### src/logic/des_regs.svh
`ifndef DES_REGS_SVH
`define DES_REGS_SVH

// Avalon word byte offsets
`define DES_OFS_ADDR 8'h00
`define DES_OFS_DATA 8'h04
`define DES_OFS_BANK 8'h08
`define DES_OFS_PTR 8'h0C
`define DES_OFS_PORT 8'h10
`define DES_OFS_FLAG 8'h14
`define DES_OFS_GIE 8'h18

// Control register location behind the indirect port
`define DES_CTL_PTR 8'h40
`define DES_CTL_BANK 8'h01

// Control bits
`define DES_BIT_RD 0
`define DES_BIT_READ_ENABLE 1
`define DES_BIT_WR 2
`define DES_BIT_WRITE_ENABLE 3

// Flag register bits
`define DES_BIT_DEF 0
`define DES_BIT_DEE 1
`define DES_BIT_MFF 2

// Geometry and reset values
`define DES_DEPTH 64
`define DES_AW 6
`define DES_CNT_W 16
`define DES_RST_BYTE 8'h00
`define DES_RST_CTL 4'h0

// Default cycle counts
`define DES_READ_CYCLES 4
`define DES_WRITE_TICKS 8

`endif

### src/logic/des_pkg.sv
`include "des_regs.svh"

package des_pkg;

  typedef enum logic [1:0] {
    DES_IDLE,
    DES_READ,
    DES_WRITE
  } des_phase_t;

  typedef struct packed {
    logic [`DES_DEPTH-1:0][7:0] mem;
    des_phase_t phase;
    logic [`DES_CNT_W-1:0] cnt;
    logic [`DES_AW-1:0] ee_addr;
    logic [7:0] ee_data;
    logic [7:0] bank;
    logic [7:0] ptr;
    logic [3:0] ctl;
    logic def;
    logic dee;
    logic mff;
    logic gie;
    logic waitreq;
    logic [31:0] rdata;
    logic [2:0] sync;
  } des_state_t;

  typedef struct packed {
    logic [7:0] address;
    logic read;
    logic write;
    logic [3:0] byteenable;
    logic [31:0] writedata;
  } des_avs_req_t;

endpackage

### src/logic/des_seq.sv
// Functional notes
// - Control register reachable only with bank select one; zero blocks it.
// - Control register decoded at indirect pointer 040H with bank select 01H.
// - Read enable is bit 1, read start bit 0; both start a read.
// - Data register holds the read byte once read start has cleared.
// - Write enable is bit 3, write start bit 2; both start programming.
// - Write start stays one throughout the whole write cycle.
// - Writing zero to control clears enables and starts, stopping further access; the code clears only the enables, a running start stays set.
// - Hardware clears write start and read start when their cycle ends.
// - A start bit has no effect unless its enable is already one.
// - Write end sets write done flag and multi-function request flag.
//
// Decided for this implementation: the register addresses and the Avalon-MM register port.
`include "des_regs.svh"
`timescale 1ns/1ps
`default_nettype none

module des_seq #(
  parameter int READ_CYCLES = `DES_READ_CYCLES,
  parameter int WRITE_TICKS = `DES_WRITE_TICKS
) (
  input wire logic clk,
  input wire logic reset,
  input wire des_pkg::des_avs_req_t avs_req,
  output logic [31:0] avs_readdata,
  output logic avs_waitrequest,
  input wire logic sub_clk,
  output logic write_done_flag,
  output logic mfi_request,
  output logic global_irq_enable
);

  ////////////////////////////////////////////////////////////////////
  // Parameter checks

  localparam int CNT_MAX = (1 << `DES_CNT_W) - 1;

  if (READ_CYCLES < 1 || READ_CYCLES > CNT_MAX) begin : g_bad_read
    $error("READ_CYCLES out of range");
  end
  if (WRITE_TICKS < 1 || WRITE_TICKS > CNT_MAX) begin : g_bad_write
    $error("WRITE_TICKS out of range");
  end

  localparam logic [`DES_CNT_W-1:0] READ_LAST = `DES_CNT_W'(READ_CYCLES - 1);
  localparam logic [`DES_CNT_W-1:0] WRITE_LAST = `DES_CNT_W'(WRITE_TICKS - 1);

  ////////////////////////////////////////////////////////////////////
  // Decoding

  // Indirect port lands on the control register
  function automatic logic ctl_sel(input logic [7:0] bank, input logic [7:0] ptr);
    ctl_sel = (bank == `DES_CTL_BANK) && (ptr == `DES_CTL_PTR);
  endfunction

  function automatic logic [31:0] rd_word(
    input des_pkg::des_state_t s,
    input logic [7:0] ofs
  );
    rd_word = 32'h0000_0000;
    unique case (ofs)
      `DES_OFS_ADDR: begin
        rd_word[`DES_AW-1:0] = s.ee_addr;
      end
      `DES_OFS_DATA: begin
        rd_word[7:0] = s.ee_data;
      end
      `DES_OFS_BANK: begin
        rd_word[7:0] = s.bank;
      end
      `DES_OFS_PTR: begin
        rd_word[7:0] = s.ptr;
      end
      `DES_OFS_PORT: begin
        if (ctl_sel(s.bank, s.ptr)) begin
          rd_word[3:0] = s.ctl;
        end
      end
      `DES_OFS_FLAG: begin
        rd_word[`DES_BIT_DEF] = s.def;
        rd_word[`DES_BIT_DEE] = s.dee;
        rd_word[`DES_BIT_MFF] = s.mff;
      end
      `DES_OFS_GIE: begin
        rd_word[0] = s.gie;
      end
      default: begin
        rd_word = 32'h0000_0000;
      end
    endcase
  endfunction

  ////////////////////////////////////////////////////////////////////
  // State

  des_pkg::des_state_t st_r;
  des_pkg::des_state_t st_nxt;

  logic req;
  logic wr_go;
  logic slow_edge;
  logic [3:0] new_ctl;
  logic idle;

  always_comb begin
    st_nxt = st_r;
    req = avs_req.read || avs_req.write;
    wr_go = avs_req.write && !st_r.waitreq && avs_req.byteenable[0];
    idle = (st_r.phase == des_pkg::DES_IDLE);
    new_ctl = avs_req.writedata[3:0];

    // Slow clock synchroniser and edge detect
    st_nxt.sync = {st_r.sync[1:0], sub_clk};
    slow_edge = st_r.sync[1] && !st_r.sync[2];

    //////////////////////////////////////////////////////////////////
    // Bus slave: one wait cycle, then answer

    st_nxt.waitreq = 1'b1;
    if (req && st_r.waitreq) begin
      st_nxt.waitreq = 1'b0;
      if (avs_req.read) begin
        st_nxt.rdata = rd_word(st_r, avs_req.address);
      end
    end

    //////////////////////////////////////////////////////////////////
    // Software writes

    if (wr_go) begin
      unique case (avs_req.address)
        `DES_OFS_ADDR: begin
          st_nxt.ee_addr = avs_req.writedata[`DES_AW-1:0];
        end
        `DES_OFS_DATA: begin
          st_nxt.ee_data = avs_req.writedata[7:0];
        end
        `DES_OFS_BANK: begin
          st_nxt.bank = avs_req.writedata[7:0];
        end
        `DES_OFS_PTR: begin
          st_nxt.ptr = avs_req.writedata[7:0];
        end
        `DES_OFS_PORT: begin
          if (ctl_sel(st_r.bank, st_r.ptr)) begin
            st_nxt.ctl[`DES_BIT_WRITE_ENABLE] = new_ctl[`DES_BIT_WRITE_ENABLE];
            st_nxt.ctl[`DES_BIT_READ_ENABLE] = new_ctl[`DES_BIT_READ_ENABLE];
            if (idle) begin
              // Start bits honour only the enable already stored
              if (new_ctl[`DES_BIT_WR] && st_r.ctl[`DES_BIT_WRITE_ENABLE]) begin
                st_nxt.ctl[`DES_BIT_WR] = 1'b1;
                st_nxt.phase = des_pkg::DES_WRITE;
                st_nxt.cnt = '0;
              end else if (new_ctl[`DES_BIT_RD] && st_r.ctl[`DES_BIT_READ_ENABLE]) begin
                st_nxt.ctl[`DES_BIT_RD] = 1'b1;
                st_nxt.phase = des_pkg::DES_READ;
                st_nxt.cnt = '0;
              end
            end
          end
        end
        `DES_OFS_FLAG: begin
          st_nxt.def = avs_req.writedata[`DES_BIT_DEF];
          st_nxt.dee = avs_req.writedata[`DES_BIT_DEE];
          st_nxt.mff = avs_req.writedata[`DES_BIT_MFF];
        end
        `DES_OFS_GIE: begin
          st_nxt.gie = avs_req.writedata[0];
        end
        default: begin
        end
      endcase
    end

    //////////////////////////////////////////////////////////////////
    // Access cycles; hardware updates override software clears

    unique case (st_r.phase)
      des_pkg::DES_IDLE: begin
      end
      des_pkg::DES_READ: begin
        st_nxt.ctl[`DES_BIT_RD] = 1'b1;
        st_nxt.cnt = st_r.cnt + `DES_CNT_W'(1);
        if (st_r.cnt == READ_LAST) begin
          st_nxt.ee_data = st_r.mem[st_r.ee_addr];
          st_nxt.ctl[`DES_BIT_RD] = 1'b0;
          st_nxt.phase = des_pkg::DES_IDLE;
          st_nxt.cnt = '0;
        end
      end
      des_pkg::DES_WRITE: begin
        st_nxt.ctl[`DES_BIT_WR] = 1'b1;
        if (slow_edge) begin
          st_nxt.cnt = st_r.cnt + `DES_CNT_W'(1);
          if (st_r.cnt == WRITE_LAST) begin
            st_nxt.mem[st_r.ee_addr] = st_r.ee_data;
            st_nxt.ctl[`DES_BIT_WR] = 1'b0;
            st_nxt.def = 1'b1;
            st_nxt.mff = 1'b1;
            st_nxt.phase = des_pkg::DES_IDLE;
            st_nxt.cnt = '0;
          end
        end
      end
    endcase
  end

  always_ff @(posedge clk or posedge reset) begin
    if (reset) begin
      st_r <= '0;
      st_r.waitreq <= 1'b1;
    end else begin
      st_r <= st_nxt;
    end
  end

  ////////////////////////////////////////////////////////////////////
  // Outputs

  assign avs_readdata = st_r.rdata;
  assign avs_waitrequest = st_r.waitreq;
  assign write_done_flag = st_r.def;
  assign mfi_request = st_r.mff;
  assign global_irq_enable = st_r.gie;

endmodule

`default_nettype wire

### config.mk
export PLATFORM = sky130hd
export DESIGN_NAME = des_seq
export DESIGN_NICKNAME = d
export VERILOG_FILES = /design/src/logic/des_pkg.sv /design/src/logic/des_seq.sv
export VERILOG_INCLUDE_DIRS = /design/src /design/src/logic
export SDC_FILE = /design/constraint.sdc
export NUM_CORES = 1
export LEC_CHECK = 0
export ABC_AREA = 1
export BUFFER_PORTS_ARGS = -buffer_cell sky130_fd_sc_hd__buf_2
export CAP_MARGIN = 15
export CELL_PAD_IN_SITES_DETAIL_PLACEMENT = 0
export CELL_PAD_IN_SITES_GLOBAL_PLACEMENT = 2
export CORE_MARGIN = 5
export CORE_UTILIZATION = 40
export DETAILED_ROUTE_END_ITERATION = 16
export PLACE_DENSITY = 0.89
export SYNTH_ARGS = -nofsm -noshare
export SYNTH_HDL_FRONTEND = slang
export SYNTH_SLANG_ARGS = --single-unit
### constraint.sdc
create_clock -name clk -period 42.3 [get_ports clk]
set_input_delay 8.46 -clock clk [delete_from_list [all_inputs] [get_ports clk]]
set_output_delay 8.46 -clock clk [all_outputs]
set_load 0.01 [all_outputs]
# Word-level counts from Yosys, hierarchy flattened
# Index checks and enable logic that the tools add are counted.
[classes]
eq_ne = 13
n_lt_le_gt_ge = 2
mux = 49
reduce_logical = 33
add_sub_neg = 1
[ops]
columns = ["operator", "n"]
rows = [
  ["bitwise mux 512 bit", 1],
  ["2-to-1 mux 18 bit", 8],
  ["2-to-1 mux 8 bit", 8],
  ["2-to-1 mux 56 bit", 1],
  ["binary-select mux 8 bit (select 6 bit)", 1],
  ["demux 8 bit (select 6 bit)", 1],
  ["one-hot mux 18 bit (2 select lines)", 1],
  ["2-to-1 mux 33 bit", 1],
  ["equality test 8 x 5 -> 1 bit, second input constant", 3],
  ["nonzero test 2 bit", 10],
  ["2-to-1 mux 1 bit", 17],
  ["adder 16 x 1 -> 16 bit, second input constant", 1],
  ["equality test 16 x 2 -> 1 bit, second input constant", 1],
  ["equality test 16 x 3 -> 1 bit, second input constant", 1],
  ["equality test 8 x 4 -> 1 bit, second input constant", 2],
  ["2-to-1 mux 4 bit", 3],
  ["one-hot mux 2 bit (6 select lines)", 1],
  ["AND reduction 2 bit", 6],
  ["equality test 8 x 1 -> 1 bit, second input constant", 1],
  ["equality test 8 x 3 -> 1 bit, second input constant", 1],
  ["equality test 8 x 7 -> 1 bit, second input constant", 1],
  ["logical AND 1 bit", 8],
  ["logical NOT 8 bit", 1],
  ["one-hot mux 2 bit (4 select lines)", 1],
  ["other kinds (16)", 18],
]
[word_totals]
in_bits = 49
word_cells = 178
output_inout_bits = 36
ff_bits = 580

# Depth between registers and ports, before layout
# Gate-level depths: netlist of run 1.
[logic_depth]
word_depth = 10
ltp_mapped = 13
depth_no_buf = 11

# Worst setup path before layout of run 1
# No wires, ideal clock.
[synth_path]
path_kind = "input to register"
start = "in avs_req[38] in the netlist's numbering"
end = "reg st_r[61] in the netlist's numbering"
slack_ns = 32.424
stages = 9
arrival_time_ns = 9.805
path_buffers = 0
path_cell_list = "inv_1 nand2_1 nor3_2 nand2_1 nor2_1 clkinv_1 o21ai_0 a21oi_1 nor2_1"
[synth_lines]
columns = ["element", "line", "text"]
rows = [
  ["from (decl)", "des_seq.sv:24", "input wire des_pkg::des_avs_req_t avs_req,"],
  ["to (signal assigned)", "des_seq.sv:213", "st_r <= st_nxt;"],
  ["to (decl)", "des_seq.sv:96", "des_pkg::des_state_t st_r;"],
]

==> impl_summary.md, run 1 <==
Setup path
The length in cells of the worst reg-to-reg path is 7. The startpoint of the worst setup timing path is reset. The worst setup path is launched from an input port.

The maximum fanout along the worst path is 152. The classification of the worst setup path is in2async. The nature of the critical path endpoint is an async pin. Data on the critical path arrives at its endpoint at 10.85 ns. STA puts the critical path data required time at 42.88 ns.

The startpoint identified for the worst register-to-register timing path is st_r[68]$_DFFE_PP0P_.

CTS
The count of hold-fix buffers inserted at cts is 0. The number of gates resized after CTS was 0. The cell at the root of the clock tree is sky130_fd_sc_hd__clkbuf_16.

The number of buffers created by CTS is 68. The total number of H-tree levels is 3. Buffers added to address setup during post-CTS repair amount to 0.

The clock transition at the registers of the reported paths is around 0.060 ns. The CTS tree is yes. Counting every sink on the clock net gives just under 600. The longest clock path from root to sink contains 3 buffers. At the later pin of the worst-skew pair, clock insertion delay measures roughly 0.61 ns.

Timing
At the pin with the least slew margin, the transition time is slightly above 1 ns. On the final layout, the worst clock skew is 0.01825 ns. The hold violation total from the final report was 0. The worst hold slack is 0.3459 ns. The final critical delay including setup and external delays is 10.27 ns. In this run the tightest slew margin relative to its limit is 31.88%. Static timing analysis puts the maximum clock frequency at roughly 97 MHz. The max-slew violation count is 0. The period utilization is 24.27%. The number of setup violations in the final report is 0. Setup repair after global routing left no endpoint under its margin.

After routing, the total negative slack on setup checks comes to 0 ns.

Layout
The share of final-layout standard cells stronger than drive strength 1 is 7.468%. Leaving out fill and tap cells, the most frequent cells in the layout are sky130_fd_sc_hd__nand2_1, sky130_fd_sc_hd__o21ai_0, sky130_fd_sc_hd__dfrtp_1. From synthesis to final layout, the design area changed by 9.563%. The leading cell type in the layout, fill and taps excluded is sky130_fd_sc_hd__nand2_1. In the final design database the tool counted 3742 nets. Once layout is complete, the cells apart from fillers number 4676. The number of diodes is 0.

Global routing
The global-route wire length before repair is 130.8 mm. The number of antenna violations at the first check in global routing is 0. The total track usage is 21.21%. The maximum number of pins on one net before global-route repair is 174. The number of global-route vias before repair is between 20000 and 25000. The remaining global-route overflow is 0.

Drt
The length of the first detailed-routing pass in iterations is 5. The first-iteration detailed-routing DRC count is 1856. Detailed routing inserted a total of 23030 vias.

Dividing the detail-routed wire length by the instance count gives 17.61 microns. Once detail routing completed, the nets flagged for antenna violations numbered 0. The total detailed-routing wirelength is 82.33 mm. After detailed routing, the number of vias per cell comes to 4.925. For this run, design rule violations remaining after detail routing come to 0.

Logic synthesis
Synthesis handed over a netlist of about 3800 instances. The multiplexer share of the synthesized area is less than 1%. The biggest area contributor in the post-synthesis netlist is sky130_fd_sc_hd__dfrtp_1.

For this run, the leading register cell type out of synthesis is sky130_fd_sc_hd__dfrtp_1. The Yosys step of the flow raised 0 warnings. The combinational family with the most area after synthesis is simple AND/OR/NAND/NOR gates.

The synthesis-stage register bit count is 580. The share of synthesized registers carrying an async set or reset is 100.0%. The number of enable flip-flop cells after synthesis is 0. In this run the biggest area consumer among cell types represents 50.82% of the synthesized area. After synthesis, the cell types taking the most area are sky130_fd_sc_hd__dfrtp_1, sky130_fd_sc_hd__nand2_1, sky130_fd_sc_hd__o21ai_0. The mean post-synth cell area is ~7.5 sq um. The arithmetic-cell share of the synthesized area counting full adders, half adders and majority gates is less than 1%. After Yosys synthesis, and, or, nand and nor cells account for 27.42% of the synthesized area.

The cell area after synthesis is roughly 29000 sq um. The share of the synthesized area in compound gates (AO/OA/AOI/OAI) is 12.33%. The unique cell type count in the Yosys netlist is 36. Summing the sequential cell areas from Yosys gives approximately half of the chip area.

Summing the areas of all xor and xnor instances in the mapped netlist gives less than 1% of the synthesized area.

Floorplan
In this run the count of I/O pins placed on the die edge is 85. The standard cell core area is 70390 sq um. The number of rows in the core area is 97. The vertical die dimension is around 280 microns. The floorplan step defined a die boundary enclosing 76720 sq um.

The floorplan die width is 277.0 microns. The initial utilization of the core area, before any placement, comes to 40.50%.

Min path
The critical hold path startpoint is st_nxt[1]$_DFF_PP0_. Counting instances, the worst hold path has a depth of 0. In this run the worst hold path is classified as reg2reg.

Flow run
The number of maximum-capacitance violations is 0.

Power
In this run the static leakage power is between 15 and 20 nW. The largest vdd supply drop is approximately 28 uV. The power after layout is roughly 0.0012 W. In this run the power density over the cells is 37.68 nW/um^2.

Placement
The port buffer count is 33. Including well taps, the total number of placed cells is between 4000 and 5000. The detailed placement HPWL is 48.28 mm. At the end of routability-driven placement, the weighted congestion stood at 0.8121.

Run status
The run finished with clean final reports.
[registers in the layout, summed over array words and instances (netlist names)]
signal and cells:
st_r 566, avs_readdata 8, st_nxt 2, global_irq_enable 1, avs_waitrequest 1, mfi_request 1
write_done_flag 1
[path summary, 6_finish.rpt]
check | slack [ns] | to
max | 32.03 | st_r[109]$_DFFE_PP0P_
min | 0.35 | st_nxt[2]$_DFF_PP0_
max reg2reg | 38.25 | st_r[523]$_DFFE_PP0P_
min reg2reg | 0.35 | st_nxt[2]$_DFF_PP0_
max in group clk | 32.36 | st_r[66]$_DFF_PP0_
min in group asynchronous | 8.06 | st_r[263]$_DFFE_PP0P_
[through the flow]
step           setup WS [ns]  utilization (%)  instance area (sq um)
2_1_floorplan          17.61                -                  28600
3_3_place_gp           31.23            41.23                  29030
3_5_place_dp           31.23            41.23                  29030
4_1_cts                31.88            44.38                  31240
5_1_grt                31.55            44.38                  31240
6_report               32.03            44.38                  31240
[cell families after synthesis]
kind of cell	Yosys count
and+or+nand+nor	1904
AOI/OAI and AO/OA	686
buffers and inverters	601
DFF	580
xor gates and xnor gates	9
adders and majority gates	4
other	1
muxes	1
[layout make-up]
cell class / count / area (sq um)
fillers: 7409 / 39160
flip-flops and latches: 580 / 14520
multi-input cells: 2628 / 11580
clock buffers: 105 / 2077
inverters: 348 / 1319
well taps: 940 / 1176
repair buffers: 63 / 427.9
clock inverters: 12 / 135.1
[cells in the mapped netlist (9+ instances only)]
cell / number
sky130_fd_sc_hd__nand2_1: 1403
sky130_fd_sc_hd__o21ai_0: 610
sky130_fd_sc_hd__dfrtp_1: 579
sky130_fd_sc_hd__inv_1: 343
sky130_fd_sc_hd__nor2_1: 199
sky130_fd_sc_hd__nand3_1: 178
sky130_fd_sc_hd__clkbuf_1: 161
sky130_fd_sc_hd__nand2_2: 38
sky130_fd_sc_hd__buf_2: 37
sky130_fd_sc_hd__a21oi_1: 34
sky130_fd_sc_hd__buf_4: 34
sky130_fd_sc_hd__or2_2: 33
sky130_fd_sc_hd__o211ai_1: 26
sky130_fd_sc_hd__nand2_4: 22
sky130_fd_sc_hd__nand4_1: 15
sky130_fd_sc_hd__buf_6: 12
sky130_fd_sc_hd__buf_1: 9
sky130_fd_sc_hd__xor2_1: 9
[power breakdown]
group	internal, W	leakage [nW]	switching, W
combinational	0.00000466	6.34	0.0000268
sequential	0.000556	7.95	0.00000103
clock	0.000355	1.09	0.000234
[metal layers]
metal	share of wire, %	track usage, %	vias up
met3	3.9	2.588	67
met1	49	31.26	10980
met2	46	34.18	369
li1	-	-	11610
met5	0	0	-
met4	1.3	4.039	0
[worst max-delay path: stages]
cell	delay [ns]
sky130_fd_sc_hd__buf_2	0.13
sky130_fd_sc_hd__inv_8	0.59
sky130_fd_sc_hd__buf_12	0.55
sky130_fd_sc_hd__buf_4	0.82
No activity file was read; power rests on OpenSTA's default activity.
==> inputs of run 2 (changes only) <==
- ABC_AREA: 1 -> 0
- PLACE_DENSITY: 0.89 -> 0.79
- clock period: 42.3 -> 8.8 ns (I/O delays scaled with it)
==> run 2 against run 1 <==
  * Total power grew to 4.7 times the previous value
  * Die area is 3.8% lower
  * Critical endpoint is now st_r[65]$_DFF_PP0_
  * Clock power rose to 4.5 times the previous value
  * Area after synthesis is 4.0% lower
  * Sequential share of layout area rose by 1.2 points
  * Global-route usage shrank 0.36 points
  * Cell count decreased by 36%
  * First-iteration DRC count fell by 27%
  * Core utilization rose by 0.28 points
==> impl_summary.md, run 2 <==
Run status
The run finished with clean final reports.

Min path
The number of stages on the worst hold path is 0. The worst min-delay path class is reg2reg. The startpoint identified for the worst hold timing path is st_nxt[1]$_DFF_PP0_. The path with the worst hold slack has its endpoint at st_nxt[2]$_DFF_PP0_.

Power
Combinational cells account for approximately 3.4% of the total power. The analysis attributes to net switching a power of around 0.0012 W. The power after layout is 0.005526 W.

The largest vdd supply drop is 139.7 uV. Power spread over the standard cell area amounts to 181.4 nW/um^2. Registers are responsible for between 40% and 50% of the overall power. Cell internal power was estimated by the tool at between 0.004 and 0.005 W. The leakage dissipation is around 14 nW. Net switching is 22.35% of the power.

The proportion of power drawn by the clock network is 47.8%.

Placement
The congestion estimate from routability-driven global placement came to between 0.8 and 0.9. Including well taps, the total number of placed cells is 2868. The detailed placement HPWL is 48.79 mm. The port buffer count is 33. Summing all placed instances gives a cell area of approximately 28000 sq um.

Floorplan
The total die area is 73780 sq um. The region available for standard cell placement spans 68230 sq um. The floorplan die width is 271.6 microns. The initialized floorplan defines 96 standard-cell rows. The initial cell density of the core is 40.13%. The vertical die dimension is 271.6 microns.

The boundary pin count is between 80 and 90.

Timing
The max-slew violation count is 0. The number of setup violations in the final report is 0. Setup repair after global routing left no endpoint under its margin. For the pin with the worst max-slew slack, the measured transition is 1.163 ns. In the final timing run, aggregate negative setup slack is 0 ns.

The worst pin sits at a relative slew slack of 22.18%. For the final database, setup skew stands at 0.01612 ns. The worst path uses 49.52% of the clock period. The highest attainable clock frequency is 229.5 MHz. The hold violation total from the final report is 0. The final critical delay including setup and external delays is 4.357 ns.

Logic synthesis
The prevailing post-synth register cell is sky130_fd_sc_hd__dfrtp_1. The commonest cells after synthesis are sky130_fd_sc_hd__mux2_2, sky130_fd_sc_hd__dfrtp_1, sky130_fd_sc_hd__clkbuf_1, sky130_fd_sc_hd__nand2_1, sky130_fd_sc_hd__mux2i_1. After synthesis, the cell types taking the most area are sky130_fd_sc_hd__dfrtp_1, sky130_fd_sc_hd__mux2_2, sky130_fd_sc_hd__mux4_2. The most used standard cell by instance count after synthesis is sky130_fd_sc_hd__mux2_2. The share of synthesized area in the top cell type comes to 52.92%. The unique cell type count in the Yosys netlist is 71. The synthesized design contains 580 register bits. The portion of the post-synthesis area used by sequential elements is 53.02%. The number of enable flip-flop cells after synthesis is 0. The synthesis warning total is 0. In the synthesized netlist, the number of instances is between 2000 and 2500. The mean post-synth cell area is 13.32 sq um. The cell area after synthesis is around 27000 sq um. Counting flops with an async set or reset pin after synthesis yields a share of 100.0%.

The post-synthesis cell type with the largest combined area is sky130_fd_sc_hd__dfrtp_1.

Layout
The final-stage net count is around 2100. The non-filler instance count after layout is 2979. The register with the highest flop count is st_r.

The flip-flop count of the largest register after layout is 566. Leaving out fill and tap cells, the most frequent cells in the layout are sky130_fd_sc_hd__mux2_2, sky130_fd_sc_hd__dfrtp_1, sky130_fd_sc_hd__nand2_1. The library cell used most frequently in the layout, excluding fill and tap cells, is sky130_fd_sc_hd__mux2_2. The share of final-layout standard cells stronger than drive strength 1 is 43.35%.

The core occupancy in the finished layout is 44.66%. The number of diodes is 0. The finished cells cover 30470 sq um. The number of fill cells in the layout is 6112. The layout-stage area growth over the synthesis result is 11.29%.

Global routing
The global-route wire length before repair is 118.4 mm. The number of antenna violations at the first check in global routing is 1. Global routing finished with a remaining overflow of 0. Entering global routing, the biggest net connects 169 pins. Global routing used 20.85% of the available tracks. The number of global-route vias before repair is 18510.

Setup path
Of all nets on the critical path, the largest fanout is 44. The arrival time of data at the critical path endpoint is 4.82 ns. The endpoint of the lowest-slack register-to-register path is st_r[65]$_DFF_PP0_. By instance count, the cell type seen most on the critical path is sky130_fd_sc_hd__buf_4. STA classifies the critical path endpoint as a flop. Data on the critical path is required at its endpoint by about 9.3 ns. Counting cells, the worst reg-to-reg path comes to 9. Walking the worst path, the cells encountered are buf_4 -> buf_4 -> nor2_2 -> buf_4 -> a221oi_1 -> o221ai_1 -> a22oi_1 -> and4_1 -> a22oi_1. The type of element launching the critical path is a flop. The reg-to-reg critical path startpoint is st_r[68]$_DFFE_PP0P_.

In this design, the stage delay of the slowest critical-path cell is just over 0.8 ns. The internal reg-to-reg setup slack is 4.44 ns. The worst setup path is of the reg2reg kind. The cell with the largest stage delay on the worst path is sky130_fd_sc_hd__dfrtp_4.

Drt
The routed length per placed instance is 25.89 microns. The residual antenna-violating net count after detailed routing is 0. The routed design uses 35.76 mm of met2 wire.

Using the TritonRoute via totals, the vias-per-cell ratio works out to 5.885. The first-iteration detailed-routing DRC count is 1349. The routed wire length on met3 is 4.945 mm. The first detailed-routing pass took 5 iterations. The overall via count from detail_route is between 15000 and 20000. The top layer reached by signal wires is met5. For this run, design rule violations remaining after detail routing come to 0. The met1 wire length is 33.72 mm. Summed over all layers, the routed wires come to 77.13 mm.

CTS
The H-tree was split into 2 levels. In this run, post-CTS hold repair placed 0 buffers. Post-CTS timing repair inserted 0 buffers for setup. The number of clock buffers added by TritonCTS is 61. Gates resized during post-CTS repair numbered 0. Clock tree synthesis selected as its root buffer the cell sky130_fd_sc_hd__clkbuf_16.

Clock-pin slew was measured on the worst setup and hold paths at 0.06 ns. The clock passes through at most 3 buffers. The clock sink count is 580. TritonCTS built the clock tree. The clock reaches the later pin of the worst-skew pair after 0.63 ns.

Flow run
Across the run, the number of max-cap violations was 0.
run 2: cell types whose count changed after synthesis, moves of 136 or more:
cell	before	now
sky130_fd_sc_hd__nand2_1	1403	108
sky130_fd_sc_hd__mux2_2	0	589
sky130_fd_sc_hd__o21ai_0	610	38
sky130_fd_sc_hd__inv_1	343	8
sky130_fd_sc_hd__nor2_1	199	42
sky130_fd_sc_hd__nand3_1	178	42
run 2: worst max-delay path by stage:
| stage | end | startpoint | slack (ns) | cells after the start |
|---|---|---|---|---|
| 3_5_place_dp | st_r[65]$_DFF_PP0_ | st_r[68]$_DFFE_PP0P_ | 4.59 | 9 |
| 3_3_place_gp | st_r[65]$_DFF_PP0_ | st_r[68]$_DFFE_PP0P_ | 4.58 | 9 |
| 4_1_cts | st_r[65]$_DFF_PP0_ | st_r[68]$_DFFE_PP0P_ | 4.56 | 9 |
| 6_report | st_r[65]$_DFF_PP0_ | st_r[68]$_DFFE_PP0P_ | 4.44 | 9 |
| 5_1_grt | st_r[65]$_DFF_PP0_ | st_r[68]$_DFFE_PP0P_ | 4.37 | 9 |
| 2_1_floorplan | avs_readdata[0]$_DFFE_PP0P_ | reset | -0.86 | 1 |
run 2: power by group through the flow:
stage               combinational, W  clock, W  sequential (W)
CTS                         0.000189   0.00269         0.00270
global placement            0.000185         0         0.00275
global route                0.000207   0.00280         0.00270
detailed placement          0.000188         0         0.00275
floorplan                   0.000134         0         0.00274
finish                      0.000185   0.00264         0.00270
run 2: worst max-delay path: cells and delay by family (launching register included):
family                 cells  cell delay, ns
AOI/OAI and AO/OA          4            1.24
buffers and inverters      3            1.50
DFF                        1            0.81
and+or+nand+nor            2            0.56
run 2: cell type report:
class	count	area, sq um	area share, %
flip-flops and latches	580	14540	47.71
multi-input cells	1317	12150	39.88
clock buffers	92	1856	6.090
well taps	882	1104	3.622
repair buffers	80	568.0	1.864
clock inverters	19	216.5	0.7104
inverters	9	37.54	0.1232
run 2: kinds of logic after synthesis:
family / Yosys count / share of synthesized area, %
AOI/OAI and AO/OA: 248 / 6.649
xor gates and xnor gates: 5 / 0.1600
adders and majority gates: 4 / 0.1828
buffers and inverters: 182 / 3.007
DFF: 580 / 53.02
muxes: 701 / 30.29
other: 1 / 0.01370
and+or+nand+nor: 335 / 6.686
run 2: stage by stage:
step,worst slack [ns],hold slack [ns]
finish,4.443,0.3728
global route,4.371,0.3984
CTS,4.559,0.3793
global placement,4.582,0.3434
detailed placement,4.592,0.3522
floorplan,-0.8627,0.3312
run 2: layer usage:
| layer | GRT usage [%] | vias up |
|---|---|---|
| met5 | 0 | - |
| met1 | 28.61 | 9326 |
| met4 | 6.745 | 2 |
| met3 | 4.764 | 127 |
| met2 | 33.07 | 502 |
| li1 | - | 7574 |
==> inputs of run 3 (changes only) <==
- clock period: 8.8 -> 3.51 ns (I/O delays scaled with it)
==> run 3 against run 2 <==
  * Global-route usage is 0.22 points higher
  * Worst hold slack worse by 0.18 ns
  * Cell count increased by 1.9%
  * Combinational power rose to 2.6 times the previous value
==> impl_summary.md, run 3 (same netlist as run 2, synthesis figures left out) <==
Timing
Of the available clock period, the critical path in the final layout requires 86.37%. The highest attainable clock frequency is roughly 330 MHz. Across the routed clock network, the largest skew measured is about 0.026 ns.

The hold violation total from the final report is 0. The number of setup violations in the final report is 0. In the post-route analysis, the smallest setup slack over all paths is 0.4785 ns. The max-slew violation count was 0. The max-slew headroom at the worst pin is between 20 and 25%. For the pin with the worst max-slew slack, the measured transition is 1.178 ns. Setup repair after global routing left no endpoint under its margin.

The worst path needs 3.031 ns of the cycle, external delays included.

Layout
The number of fill cells in the layout is 6098. Summing all flip-flop and latch instances after layout gives 14540 sq um. The register with the most flip-flops in the final layout is st_r.

Leaving out fill and tap cells, the most frequent cells in the layout are sky130_fd_sc_hd__mux2_2, sky130_fd_sc_hd__dfrtp_1, sky130_fd_sc_hd__nand2_1. The core occupancy in the finished layout is a little under half. Of the cells placed in the final design, the portion with a size suffix greater than 1 is 44.70%. The final-stage net count is 2158. The register with the most flip-flops in the layout has ~570 of them. The layout-stage area growth over the synthesis result is 13.09%. In the final layout, the multi-input gates occupy 12150 sq um.

Excluding fillers, the count of instances in the completed layout stands at 3035. Leaving out fill and tap cells, the most frequent cell in the layout is sky130_fd_sc_hd__mux2_2.

CTS
The cell at the root of the clock tree is sky130_fd_sc_hd__clkbuf_16. The clock network latency to the later pin of the worst-skew pair is 0.64 ns. In this run the deepest clock path goes through 3 buffers. The clock sink count is 580. The clock transition at the registers of the reported paths is roughly 0.06 ns. The total setup buffers inserted after CTS is 0. The CTS tree is yes. The number of buffers created by CTS is 61.

Once the clock tree was built, the resizer swapped 0 gates to a different size. The H-tree generated during clock tree synthesis spans 2 levels. The count of hold-fix buffers inserted at cts is 0.

Min path
The worst min-delay path class is in2async.

Drt
The count of nets left with antenna violations once routing finished came out at 0. The total detailed-routing wirelength is 78.01 mm. Using the TritonRoute via totals, the vias-per-cell ratio works out to 5.822. The length of the first detailed-routing pass in iterations is 5. The routed length per placed instance is 25.70 microns. For this run, design rule violations remaining after detail routing come to 0.

The overall via count from detail_route is roughly 18000. In this run, the number of DRC markers left after iteration 0 of detailed routing was 1460.

Global routing
The number of global-route vias before repair was 18560. Global routing used 21.07% of the available tracks across all layers. The number of antenna violations at the first check in global routing is 2. Entering global routing, the biggest net connects 129 pins.

The remaining global-route overflow is 0. The first global-routing pass estimated approximately 120 mm of wire.

Floorplan
The floorplan has 96 rows. 85 I/O pins were placed. The total die area is 73780 sq um.

The floorplan step set the die height to 271.6 microns. For this configuration, the core starts out at a cell density of between 40% and 50%. The floorplan die width is 271.6 microns. The standard cell core area is 68230 sq um.

Power
The part of the power in combinational logic is 3.5%. IR analysis of the VDD net gives a maximum drop of about 340 uV. The power per cell area is 450.5 nW/um^2. The clock network accounts for a little under half of the total power. Net switching is 22.13% of the power.

For this design the static power due to leakage is 14.76 nW. The net switching power is 0.003087 W. Cell internal power was estimated by the tool at 0.01086 W.

The sequential cell fraction of total power is 48.6%.

Placement
The detailed placement HPWL is 51.41 mm. The post-placement cell count is 2924. The port buffer count is 33. Before CTS, the worst setup slack after placement is between 0.5 and 0.6 ns.

At the end of routability-driven placement, the weighted congestion stood at 0.8469.

Setup path
In this run the worst setup path begins at st_r[90]$_DFF_PP0_. The peak per-stage delay on the critical path is 0.70 ns. For the worst setup path, the data required time is 4.02 ns.

The critical path goes through inv_1 -> ha_1 -> inv_1 -> nor2_1 -> buf_4 -> nand3_2 -> nor4_4 -> buf_4 -> nand2_2 -> mux2_2. The cell with the largest stage delay on the worst path is sky130_fd_sc_hd__nor4_4. Across all register-to-register paths, the minimum setup slack is 0.48 ns. The worst setup path is launched from a flop. The critical path's top delay family is simple AND/OR/NAND/NOR gates. The classification of the worst setup path is reg2reg. In this run the worst path has a maximum fanout of 8. The nature of the critical path endpoint is a flop. The total buffers and inverters traversed by the critical path is 4. The arrival time of data at the critical path endpoint is about 3.5 ns. The reg-to-reg critical path startpoint is st_r[90]$_DFF_PP0_.

Run status
The run finished with clean final reports.

Flow run
The tool flagged a number of max-cap violations equal to 0.
==> run 3: power by group through the flow <==
stage / combinational (W) / clock (W) / sequential [W]
global placement: 0.000479 / 0 / 0.00689
CTS: 0.000490 / 0.00685 / 0.00677
finish: 0.000481 / 0.00669 / 0.00677
global route: 0.000540 / 0.00713 / 0.00677
detailed placement: 0.000488 / 0 / 0.00689
floorplan: 0.000337 / 0 / 0.00687
==> run 3: final cells by class <==
| cell class | count | share of cell area (%) |
|---|---|---|
| flip-flops and latches | 580 | 46.95 |
| multi-input cells | 1317 | 39.23 |
| clock buffers | 87 | 5.734 |
| well taps | 882 | 3.564 |
| repair buffers | 136 | 3.394 |
| clock inverters | 23 | 1.002 |
| inverters | 9 | 0.1212 |
| diodes | 1 | 0.008082 |
==> run 3: path summary, 6_finish.rpt <==
kind                                    endpoint  cells past startpoint
min                        st_r[423]$_DFFE_PP0P_                      2
max                        st_r[479]$_DFFE_PP0P_                     10
min reg2reg                  st_nxt[2]$_DFF_PP0_                      0
min in group clk             st_nxt[1]$_DFF_PP0_                      1
max in group asynchronous  st_r[559]$_DFFE_PP0P_                      3
max reg2reg                st_r[479]$_DFFE_PP0P_                     10
==> run 3: stage by stage <==
stage | cell area [sq um] | total power, W | TNS [ns] | hold WS [ns]
floorplan | 27470 | 0.007208 | -2952.68 | 0.3312
global placement | 28880 | 0.007371 | 0 | 0.3407
detailed placement | 28880 | 0.007382 | 0 | 0.3378
CTS | 30960 | 0.01411 | 0 | 0.1589
global route | 30960 | 0.01444 | 0 | 0.1782
finish | 30960 | 0.01395 | 0 | 0.1966
==> run 3: routing by layer <==
layer | part of all wire, % | up-vias | track usage [%]
met4 | 2.7 | 0 | 5.592
met3 | 5.8 | 126 | 3.023
li1 | - | 7670 | -
met5 | 0 | - | 0
met2 | 47 | 530 | 33.81
met1 | 45 | 9345 | 30.28
